--- config.mk ---
export PLATFORM = sky130hd
export DESIGN_NAME = tfs_slot_sync
export DESIGN_NICKNAME = d
export VERILOG_FILES = /design/src/tfs_pkg.sv /design/src/tfs_route_mem.sv /design/src/tfs_slot_sync.sv
export SDC_FILE = /design/constraint.sdc
export NUM_CORES = 1
export LEC_CHECK = 0
export BUFFER_PORTS_ARGS = -buffer_cell sky130_fd_sc_hd__buf_2
export CORE_MARGIN = 3
export CORE_UTILIZATION = 39
export CTS_CLUSTER_DIAMETER = 80
export DETAILED_ROUTE_END_ITERATION = 8
export PLACE_DENSITY = 0.64
export SLEW_MARGIN = 15
export SYNTH_ARGS = -nofsm -noshare
export SYNTH_HDL_FRONTEND = slang
export SYNTH_SLANG_ARGS = --single-unit
--- constraint.sdc ---
create_clock -name core_clk -period 2.8 [get_ports core_clk]
set_input_delay 0.56 -clock core_clk [delete_from_list [all_inputs] [get_ports core_clk]]
set_output_delay 0.56 -clock core_clk [all_outputs]
set_load 0.05 [all_outputs]
--- src/tfs_pkg.sv ---
// package of constants and types for the tdm frame slot synchroniser
package tfs_pkg;
    // frame geometry
    localparam int SLOT_BITS        = 8;
    localparam int T1_SLOTS         = 24;
    localparam int T1_FRAME_BITS    = 193;
    localparam int E1_SLOTS         = 32;
    localparam int E1_FRAME_BITS    = 256;
    localparam int E1_SYNC_SLOT     = 0;
    localparam int E1_SIG_SLOT      = 16;
    // frame timing
    localparam int FRAME_RATE_HZ    = 8000;
    localparam int FRAME_PERIOD_NS  = 125000;
    localparam int CORE_CLK_MHZ     = 125;
    localparam int CLK_PERIOD_NS    = 1000 / CORE_CLK_MHZ;
    localparam int FRAME_CYCLES     = FRAME_PERIOD_NS / CLK_PERIOD_NS;
    // routing memory geometry
    localparam int RT_ENTRIES       = 64;
    localparam int RT_AW            = 6;
    // routing entry layout: [15] last, [14] strobe, [13:8] channel, [7:0] bit count minus one
    localparam int RT_W             = 16;
    localparam int RT_LAST_BIT      = 15;
    localparam int RT_VALID_BIT     = 14;
    localparam int RT_CH_LSB        = 8;
    localparam int RT_CH_W          = 6;
    localparam int RT_CNT_LSB       = 0;
    localparam int RT_CNT_W         = 8;
    // channel mode codes, one per logical channel
    localparam logic [1:0] MODE_OFF   = 2'h0;
    localparam logic [1:0] MODE_TRANS = 2'h1;
    localparam logic [1:0] MODE_HDLC  = 2'h2;
    // buffer descriptor status layout
    localparam int BD_ST_W          = 4;
    localparam int BD_CRC_BIT       = 0;
    localparam int BD_LEN_BIT       = 1;
    localparam int BD_NOA_BIT       = 2;
    localparam int BD_SYNC_BIT      = 3;
    // counter states
    typedef enum logic [1:0] {ST_IDLE, ST_RUN, ST_END} tfs_state_t;
endpackage

--- src/tfs_route_mem.sv ---
// routing memory: one array (banks come from the read address), registered read, one write port
`timescale 1ns/100ps
`default_nettype none
module tfs_route_mem #(
    parameter int AW = 6,
    parameter int DW = 16
) (
    input  wire logic          core_clk,
    input  wire logic          wr_en,
    input  wire logic [AW-1:0] wr_addr,
    input  wire logic [DW-1:0] wr_data,
    input  wire logic [AW-1:0] rd_addr,
    output logic      [DW-1:0] rd_data
);
    logic [DW-1:0] mem [0:(1<<AW)-1];

    // write port
    always_ff @(posedge core_clk) begin
        if (wr_en) begin
            mem[wr_addr] <= wr_data;
        end
    end

    // registered read, so read data come out of a flip-flop
    always_ff @(posedge core_clk) begin
        rd_data <= mem[rd_addr];
    end
endmodule
`default_nettype wire

--- src/tfs_slot_sync.sv ---
// top of the tdm frame slot synchroniser: slot counter, routing and error flags
//
// Behaviour
// - count link clocks from sync through programmed entries; expect sync at last
// - a sync arriving before the end state is ignored
// - after a missed clock, wait in end state and restart on sync N+2
// - extra clock reaches end early; resume on next sync N+1
// - late sync behaves like a clock missing in the last slot
// - early sync behaves like one extra clock within the frame
// - clock errors corrupt routing of all channels until resynchronised
// - hdlc frame end closes buffer, all status written, bit errors as crc
// - clock or sync noise may add length violation or sync status
// - transparent channels get no error detection
// - shadow table switched at routing entry boundary; halves usable entries
// - frames repeat at 8 khz, every 125 us, eight bits per slot; the generator by default frames every 31232 cycles, about 250 us
// - t1 frame is 24 slots plus framing bit, 193 bits
// - e1 frame is 32 slots, 256 bits
// - e1 slots 0 and 16 reserved, not payload
// - device can generate tdm clock and sync itself for a backplane
// - routing restarts from first entry on every accepted sync
`timescale 1ns/100ps
`default_nettype none
module tfs_slot_sync
    import tfs_pkg::*;
#(
    parameter int RT_DEPTH_AW = tfs_pkg::RT_AW,
    parameter int GEN_DIV     = 61,
    parameter int GEN_BITS    = tfs_pkg::E1_FRAME_BITS
) (
    input  wire logic                        core_clk,
    input  wire logic                        rst_n,
    // link pins
    input  wire logic                        tdm_clk_in,
    input  wire logic                        tdm_sync_in,
    input  wire logic                        tdm_data_in,
    output logic                             tdm_clk_out,
    output logic                             tdm_clk_oe,
    output logic                             tdm_sync_out,
    output logic                             tdm_sync_oe,
    // configuration
    input  wire logic                        link_enable,
    input  wire logic                        gen_enable,
    input  wire logic                        open_drain,
    input  wire logic                        e1_mode,
    input  wire logic                        shadow_enable,
    input  wire logic                        shadow_select,
    input  wire logic [1:0]                  chan_mode [0:(1<<tfs_pkg::RT_CH_W)-1],
    // routing memory load port
    input  wire logic                        rt_wr_en,
    input  wire logic [RT_DEPTH_AW-1:0]      rt_wr_addr,
    input  wire logic [tfs_pkg::RT_W-1:0]    rt_wr_data,
    // hdlc frame end from the protocol side
    input  wire logic                        hdlc_frame_end,
    input  wire logic [tfs_pkg::RT_CH_W-1:0] hdlc_frame_ch,
    input  wire logic                        hdlc_crc_bad,
    input  wire logic                        hdlc_octet_bad,
    input  wire logic                        hdlc_len_bad,
    // routed bit stream
    output logic                             bit_valid,
    output logic                             bit_data,
    output logic [tfs_pkg::RT_CH_W-1:0]      bit_chan,
    output logic                             slot_reserved,
    // buffer descriptor status write
    output logic                             bd_wr,
    output logic [tfs_pkg::RT_CH_W-1:0]      bd_chan,
    output logic [tfs_pkg::BD_ST_W-1:0]      bd_status,
    // status
    output logic                             in_sync,
    output logic                             sync_ignored,
    output logic                             sync_lost_flag,
    input  wire logic                        sync_lost_clear
);
    import tfs_pkg::*;

    // ****************************************
    // pin input synchronisers
    // ****************************************
    logic [2:0] clk_sr_q;
    logic [2:0] syn_sr_q;
    logic [2:0] dat_sr_q;
    logic       clk_lvl_q;
    logic       syn_lvl_q;
    logic       clk_rise;
    logic       syn_rise;

    // three stages; a change counts once stages two and three agree
    always_ff @(posedge core_clk) begin
        if (!rst_n) begin
            clk_sr_q <= 3'h0;
            syn_sr_q <= 3'h0;
            dat_sr_q <= 3'h0;
        end else begin
            clk_sr_q <= {clk_sr_q[1:0], tdm_clk_in};
            syn_sr_q <= {syn_sr_q[1:0], tdm_sync_in};
            dat_sr_q <= {dat_sr_q[1:0], tdm_data_in};
        end
    end

    // filtered levels, updated only when stages two and three agree
    always_ff @(posedge core_clk) begin
        if (!rst_n) begin
            clk_lvl_q <= 1'b0;
            syn_lvl_q <= 1'b0;
        end else begin
            if (clk_sr_q[1] == clk_sr_q[2]) begin
                clk_lvl_q <= clk_sr_q[2];
            end
            if (syn_sr_q[1] == syn_sr_q[2]) begin
                syn_lvl_q <= syn_sr_q[2];
            end
        end
    end

    assign clk_rise = (clk_sr_q[1] == clk_sr_q[2]) && clk_sr_q[2] && !clk_lvl_q;
    assign syn_rise = (syn_sr_q[1] == syn_sr_q[2]) && syn_sr_q[2] && !syn_lvl_q;

    // ****************************************
    // internal clock and sync generator
    // ****************************************
    logic [15:0] div_q;
    logic [8:0]  gen_bit_q;
    logic        gen_clk_q;
    logic        gen_sync_q;
    logic        gen_fall;

    assign gen_fall = (div_q == 16'(GEN_DIV - 1)) && gen_clk_q;

    // divider toggles the link clock; sync high for the first bit of each frame but the first after enable
    always_ff @(posedge core_clk) begin
        if (!rst_n || !gen_enable) begin
            div_q      <= 16'h0000;
            gen_clk_q  <= 1'b0;
            gen_bit_q  <= 9'h000;
            gen_sync_q <= 1'b0;
        end else if (div_q == 16'(GEN_DIV - 1)) begin
            div_q     <= 16'h0000;
            gen_clk_q <= !gen_clk_q;
            if (gen_fall) begin
                gen_bit_q  <= (gen_bit_q == 9'(GEN_BITS - 1)) ? 9'h000 : gen_bit_q + 9'h001;
                gen_sync_q <= (gen_bit_q == 9'(GEN_BITS - 1));
            end
        end else begin
            div_q <= div_q + 16'h0001;
        end
    end

    // pin drivers; open drain only pulls low, released high by the pull-up
    always_ff @(posedge core_clk) begin
        if (!rst_n) begin
            tdm_clk_out  <= 1'b0;
            tdm_clk_oe   <= 1'b0;
            tdm_sync_out <= 1'b0;
            tdm_sync_oe  <= 1'b0;
        end else begin
            tdm_clk_out  <= open_drain ? 1'b0 : gen_clk_q;
            tdm_clk_oe   <= gen_enable && (!open_drain || !gen_clk_q);
            tdm_sync_out <= open_drain ? 1'b0 : gen_sync_q;
            tdm_sync_oe  <= gen_enable && (!open_drain || !gen_sync_q);
        end
    end

    // ****************************************
    // routing memory and slot counter
    // ****************************************
    localparam int HALF_AW = RT_DEPTH_AW - 1;

    logic                   clk_ev;
    logic                   syn_ev;
    tfs_state_t             st_q;
    logic [RT_DEPTH_AW-1:0] ent_q;
    logic [RT_DEPTH_AW-1:0] rd_addr;
    logic [RT_CNT_W-1:0]    cnt_q;
    logic [RT_W-1:0]        ent_data;
    logic                   bank_q;
    logic                   ent_last;
    logic                   ent_done;

    // events come from the pins only, gated by link_enable; the generator is not looped back internally
    assign clk_ev = link_enable && clk_rise;
    assign syn_ev = link_enable && syn_rise;

    // halved table: top address bit selects the bank when the shadow is on
    assign rd_addr = shadow_enable ? {bank_q, ent_q[HALF_AW-1:0]} : ent_q;

    tfs_route_mem #(
        .AW (RT_DEPTH_AW),
        .DW (RT_W)
    ) u_mem (
        .core_clk (core_clk),
        .wr_en    (rt_wr_en),
        .wr_addr  (rt_wr_addr),
        .wr_data  (rt_wr_data),
        .rd_addr  (rd_addr),
        .rd_data  (ent_data)
    );

    assign ent_last = ent_data[RT_LAST_BIT];
    assign ent_done = (cnt_q == ent_data[RT_CNT_LSB +: RT_CNT_W]);

    // counter state; sync only honoured in the idle and end states, so early sync looks like extra clocks
    always_ff @(posedge core_clk) begin
        if (!rst_n || !link_enable) begin
            st_q  <= ST_IDLE;
            ent_q <= '0;
            cnt_q <= '0;
        end else begin
            case (st_q)
                ST_IDLE: begin
                    if (syn_ev) begin
                        st_q  <= ST_RUN;
                        ent_q <= '0;
                        cnt_q <= '0;
                    end
                end
                ST_RUN: begin
                    // sync here is dropped: a missing clock or late sync lands here
                    if (clk_ev) begin
                        if (ent_done) begin
                            cnt_q <= '0;
                            if (ent_last) begin
                                st_q <= ST_END;
                            end else begin
                                ent_q <= ent_q + 1'b1;
                            end
                        end else begin
                            cnt_q <= cnt_q + 1'b1;
                        end
                    end
                end
                ST_END: begin
                    // waits here through further clocks until the next sync
                    if (syn_ev) begin
                        st_q  <= ST_RUN;
                        ent_q <= '0;
                        cnt_q <= '0;
                    end
                end
                default: begin
                    st_q <= ST_IDLE;
                end
            endcase
        end
    end

    // shadow bank swaps only at the end of a routing entry, never mid-entry
    always_ff @(posedge core_clk) begin
        if (!rst_n) begin
            bank_q <= 1'b0;
        end else if (clk_ev && ent_done && st_q == ST_RUN) begin
            bank_q <= shadow_select;
        end
    end

    // ****************************************
    // routed bits; a bad count misroutes every channel
    // ****************************************
    function automatic logic slot_is_reserved(input logic [8:0] bitpos, input logic e1);
        logic [8:0] slot;
        slot = bitpos / 9'(SLOT_BITS);
        slot_is_reserved = e1 && (slot == 9'(E1_SYNC_SLOT) || slot == 9'(E1_SIG_SLOT));
    endfunction

    logic [8:0] bitpos_q;

    // bit position within frame, used to mark e1 reserved slots and t1 framing bit
    always_ff @(posedge core_clk) begin
        if (!rst_n || !link_enable) begin
            bitpos_q <= 9'h000;
        end else if (syn_ev && st_q != ST_RUN) begin
            bitpos_q <= 9'h000;
        end else if (clk_ev && st_q == ST_RUN) begin
            bitpos_q <= bitpos_q + 9'h001;
        end
    end

    // output follows the count alone, no check on content
    always_ff @(posedge core_clk) begin
        if (!rst_n) begin
            bit_valid     <= 1'b0;
            bit_data      <= 1'b0;
            bit_chan      <= '0;
            slot_reserved <= 1'b0;
        end else begin
            bit_valid     <= clk_ev && st_q == ST_RUN && ent_data[RT_VALID_BIT];
            bit_data      <= dat_sr_q[2];
            bit_chan      <= ent_data[RT_CH_LSB +: RT_CH_W];
            slot_reserved <= slot_is_reserved(bitpos_q, e1_mode)
                          || (!e1_mode && bitpos_q == 9'(T1_FRAME_BITS - 1));
        end
    end

    // ****************************************
    // sync status and buffer descriptor status
    // ****************************************
    logic ign_ev;
    logic noise_q;

    assign ign_ev = syn_ev && st_q == ST_RUN;

    // sticky flag; a new ignored sync wins over a clear
    always_ff @(posedge core_clk) begin
        if (!rst_n) begin
            sync_ignored   <= 1'b0;
            sync_lost_flag <= 1'b0;
            in_sync        <= 1'b0;
        end else begin
            sync_ignored <= ign_ev;
            if (ign_ev) begin
                sync_lost_flag <= 1'b1;
            end else if (sync_lost_clear) begin
                sync_lost_flag <= 1'b0;
            end
            if (ign_ev || !link_enable) begin
                in_sync <= 1'b0;
            end else if (syn_ev && st_q != ST_RUN) begin
                in_sync <= 1'b1;
            end
        end
    end

    // remember link noise until the next hdlc frame closes
    always_ff @(posedge core_clk) begin
        if (!rst_n) begin
            noise_q <= 1'b0;
        end else if (ign_ev) begin
            noise_q <= 1'b1;
        end else if (hdlc_frame_end) begin
            noise_q <= 1'b0;
        end
    end

    // status written at frame close, hdlc channels only
    always_ff @(posedge core_clk) begin
        if (!rst_n) begin
            bd_wr     <= 1'b0;
            bd_chan   <= '0;
            bd_status <= '0;
        end else begin
            bd_wr   <= hdlc_frame_end && chan_mode[hdlc_frame_ch] == MODE_HDLC;
            bd_chan <= hdlc_frame_ch;
            bd_status[BD_CRC_BIT]  <= hdlc_crc_bad;
            bd_status[BD_LEN_BIT]  <= hdlc_len_bad || (noise_q && hdlc_crc_bad);
            bd_status[BD_NOA_BIT]  <= hdlc_octet_bad;
            bd_status[BD_SYNC_BIT] <= noise_q;
        end
    end
endmodule
`default_nettype wire

==> impl_metrics.py <==
metrics = {
    "status": {
        "status": "completed",
    },
    "run": {
        "drv_cap": 0,
    },
    "setup_path": {
        "cp-end-kind": "flop",
        "max_stage_delay_ps": 560,
        "worst-setup-path-type": "flop to flop",
        "arrival_ps": 3290,
        "critPathLaunchType": "flop",
        "rr_startpoint": "ent_q[0]",
        "critical_path.max_fanout": 26,
        "path_cells": "buf_12 > buf_4 > mux4_2 > mux4_2 > a22oi_1 > nand2_1",
        "critPathMostFrequentCell": "mux4_2",
        "r2r-end": "u_mem.rd_data[6]",
        "r2r_cells": 6,
        "reg2reg_slack_ps": 80,
        "cpMaxStageDelayCell": "mux4_2",
        "required_ps": 3370,
    },
    "floorplanning": {
        "num_io_pins": 200,
        "rows": 122,
        "dieArea_mm2": 0.117,
        "coreArea_mm2": 0.111,
        "initial_utilization_pct": 39.5,
        "die_x_um": 342,
        "die_h_um": 342,
    },
    "synthesis": {
        "synth_area_per_cell_um2": 20.6,
        "synth_seq_cells": 1132,
        "synth_mux_area_share_pct": 16.7,
        "ys_seq_area_share_pct": 74.8,
        "synth_nets": 2314,
        "synth-async-reset-ratio_pct": 0,
        "synth_compound_area_share_pct": 1.83,
        "synth_area_mm2": 0.0440,
        "yosys.area.top_type_share_pct": 69.9,
        "yosys.area_share.simple_pct": 4.09,
        "synth_edf_count": 1024,
        "synth_cell_type_count": 56,
        "synthTopCellsByArea": "edfxtp_1 70%, mux4_2 16%, dfxtp_1 4.9%",
        "synth_adder_area_share_pct": 0.256,
        "ys_warn_count": 0,
        "synth-xor-area-share_pct": 0.936,
        "yosysTopAreaCell": "edfxtp_1",
        "synth_top_family_by_area": "multiplexers",
        "ys.flop_type": "edfxtp_1",
        "netlist_instances": 2132,
    },
    "timing": {
        "hold_viol_final": 0,
        "finalSetupTns_ps": 0,
        "whs_ps": 78.9,
        "drv_slew": 0,
        "finalSetupViolCount": 0,
        "finalCriticalPeriod_ps": 2720,
        "slew_headroom_pct": 42.2,
        "final.setup_skew_ps": 15.2,
        "fmax_ghz": 0.368,
        "timing.final.crit_share_pct": 97.1,
        "rsz0062_at_grt": "false",
        "worstMarginPinSlew_ps": 863,
        "finalWorstSetupSlack_ps": 80.6,
    },
    "global_routing": {
        "overflow": 0,
        "grt_pass1_wl_um": 161000,
        "grt_pass1_vias": 23423,
        "antenna_found_initial": 11,
        "grt_max_degree": 65,
        "groute.usage.overall_pct": 19.0,
    },
    "drt": {
        "postRouteAntennaNets": 0,
        "route.vias.total": 22473,
        "drc": 0,
        "vias_per_cell": 5.49,
        "wl_um": 111000,
        "wl_per_cell_um": 27.1,
        "drt_iter0_markers": 2177,
        "drtPass1Iterations": 5,
    },
    "placed_design": {
        "dp.cells": 3880,
        "hpwl_um": 69400,
        "gp_congestion": 0.971,
        "dpl_worst_slack_ps": 35.1,
        "postPlaceCellArea_mm2": 0.0479,
        "port_buffers": 199,
    },
    "pwr": {
        "powerDensity_mw_per_mm2": 663,
        "p_total_mw": 34.2,
        "combPwrFrac_pct": 2.5,
        "pwr-share-clk_pct": 43.2,
        "p_sw_mw": 6.90,
        "p_leak_nw": 16.3,
        "p_sw_share_pct": 20.2,
        "p_int_mw": 27.3,
        "ir_drop_uv": 500,
        "power_frac_seq_pct": 54.3,
    },
    "layout": {
        "final-instance-count-excl-fill": 4093,
        "final_nets": 2691,
        "areaGrowthSynthToFinish_pct": 17.3,
        "stdcell_area_mm2": 0.0516,
        "final_util_pct": 46.4,
        "drive_gt1_share_pct": 33.3,
        "final_cell_mix": "1024 x edfxtp_1, 321 x mux4_2, 199 x buf_2",
        "layout_commonest_cell": "edfxtp_1",
    },
    "cts": {
        "insertion_delay_ps": 690,
        "hold_buffers": 0,
        "cts_sinks": 1132,
        "htreeDepth": 3,
        "numCtsBuffers": 115,
        "cts.path.max_buffers": 3,
        "clock-root-buffer": "clkbuf_16",
        "cts_tree": "yes",
        "clk_pin_slew_worst_paths_ps": 60,
        "cts_setup_buffers": 0,
    },
    "hold_path": {
        "holdPathStages": 2,
        "hold_start": "sync_lost_clear",
        "hold_path_end": "sync_lost_flag",
        "hp-class": "primary input to flop",
    },
}
==> routing by layer <==
layer | vias up | GRT usage [%] | part of all wire [%] | wire length (um)
met5 | - | 0 | 0.032 | 36
met4 | 6 | 6.90 | 3.5 | 3850
met2 | 994 | 30.8 | 48 | 53300
met1 | 11746 | 25.3 | 40 | 44200
li1 | 9538 | - | - | -
met3 | 189 | 4.28 | 8.6 | 9570
==> kinds of logic (layout without fill, tap and decap cells) <==
group | after synthesis | in the layout
flip-flops | 1132 | 1132
AND/OR/NAND/NOR | 361 | 361
multiplexers | 332 | 332
buffers and inverters | 140 | 606
AO/OA/AOI/OAI | 111 | 111
XOR/XNOR | 47 | 47
adder cells (fa/ha/maj) | 9 | 9
other | 0 | 7
==> power by group through the flow <==
stage	Clock (mW)	Sequential, mW	Combinational [mW]
floorplan	0	19.0	0.228
global placement	0	18.9	0.822
detailed placement	0	18.9	0.851
CTS	15.1	18.6	0.854
global route	15.8	18.6	0.908
finish	14.8	18.6	0.849
==> worst max-delay path by stage <==
stage / start / end / depth (start not counted)
4_1_cts: ent_q[0] / u_mem.rd_data[15] / 7
3_5_place_dp: ent_q[0] / u_mem.rd_data[15] / 7
5_1_grt: ent_q[0] / u_mem.rd_data[6] / 6
6_report: ent_q[0] / u_mem.rd_data[6] / 6
3_3_place_gp: ent_q[4] / u_mem.rd_data[15] / 4
2_1_floorplan: rt_wr_addr[3] / u_mem.mem[48][0] / 4
==> state kept, by name, indices dropped and copies added, names as in the netlist, 8 cells and up <==
register,count
u_mem.rd_data,16
bitpos_q,9
u_mem.mem,1024
div_q,16
gen_bit_q,9
cnt_q,8
==> cell usage after synthesis (5+ instances only) <==
| master | instances |
|---|---|
| edfxtp_1 | 1024 |
| mux4_2 | 321 |
| nor2_1 | 138 |
| dfxtp_1 | 108 |
| clkbuf_1 | 54 |
| nand2_1 | 47 |
| inv_1 | 37 |
| xor2_1 | 29 |
| nand3_1 | 27 |
| a22oi_1 | 26 |
| and2_1 | 25 |
| nand2b_1 | 23 |
| nor2b_1 | 23 |
| buf_2 | 20 |
| nand4_1 | 20 |
| a21oi_1 | 19 |
| xnor2_1 | 18 |
| buf_1 | 17 |
| nor3_1 | 13 |
| nor3b_1 | 12 |
| o21ai_0 | 12 |
| mux2i_1 | 11 |
| o221ai_1 | 11 |
| and3_1 | 9 |
| ha_1 | 9 |
| nand3b_1 | 8 |
| a31oi_1 | 6 |
| buf_4 | 6 |
| buf_6 | 6 |
| a211oi_1 | 5 |
| a311oi_1 | 5 |
==> cell type report <==
cell class / count / area [um2]
flip-flops and latches: 1132 / 32900
clock inverters: 66 / 623
fillers: 9194 / 59700
multi-input cells: 860 / 10500
repair buffers: 363 / 2530
inverters: 37 / 139
well taps: 1488 / 1860
diodes: 7 / 17.5
clock buffers: 140 / 3000
==> critical path: cells and delay by family, from the launching register on <==
kind | cells | cell delay [ps]
muxes | 2 | 1100
buffers and inverters | 2 | 570
DFF | 1 | 430
AOI/OAI and AO/OA | 1 | 380
and+or+nand+nor | 1 | 100
==> timing repair <==
action                                 4_1_cts  5_1_grt
endpoints found under the hold margin        0        0
gates resized for setup                      0        2
setup endpoints to repair                    0        2
Power figures use the tool's default switching activity.
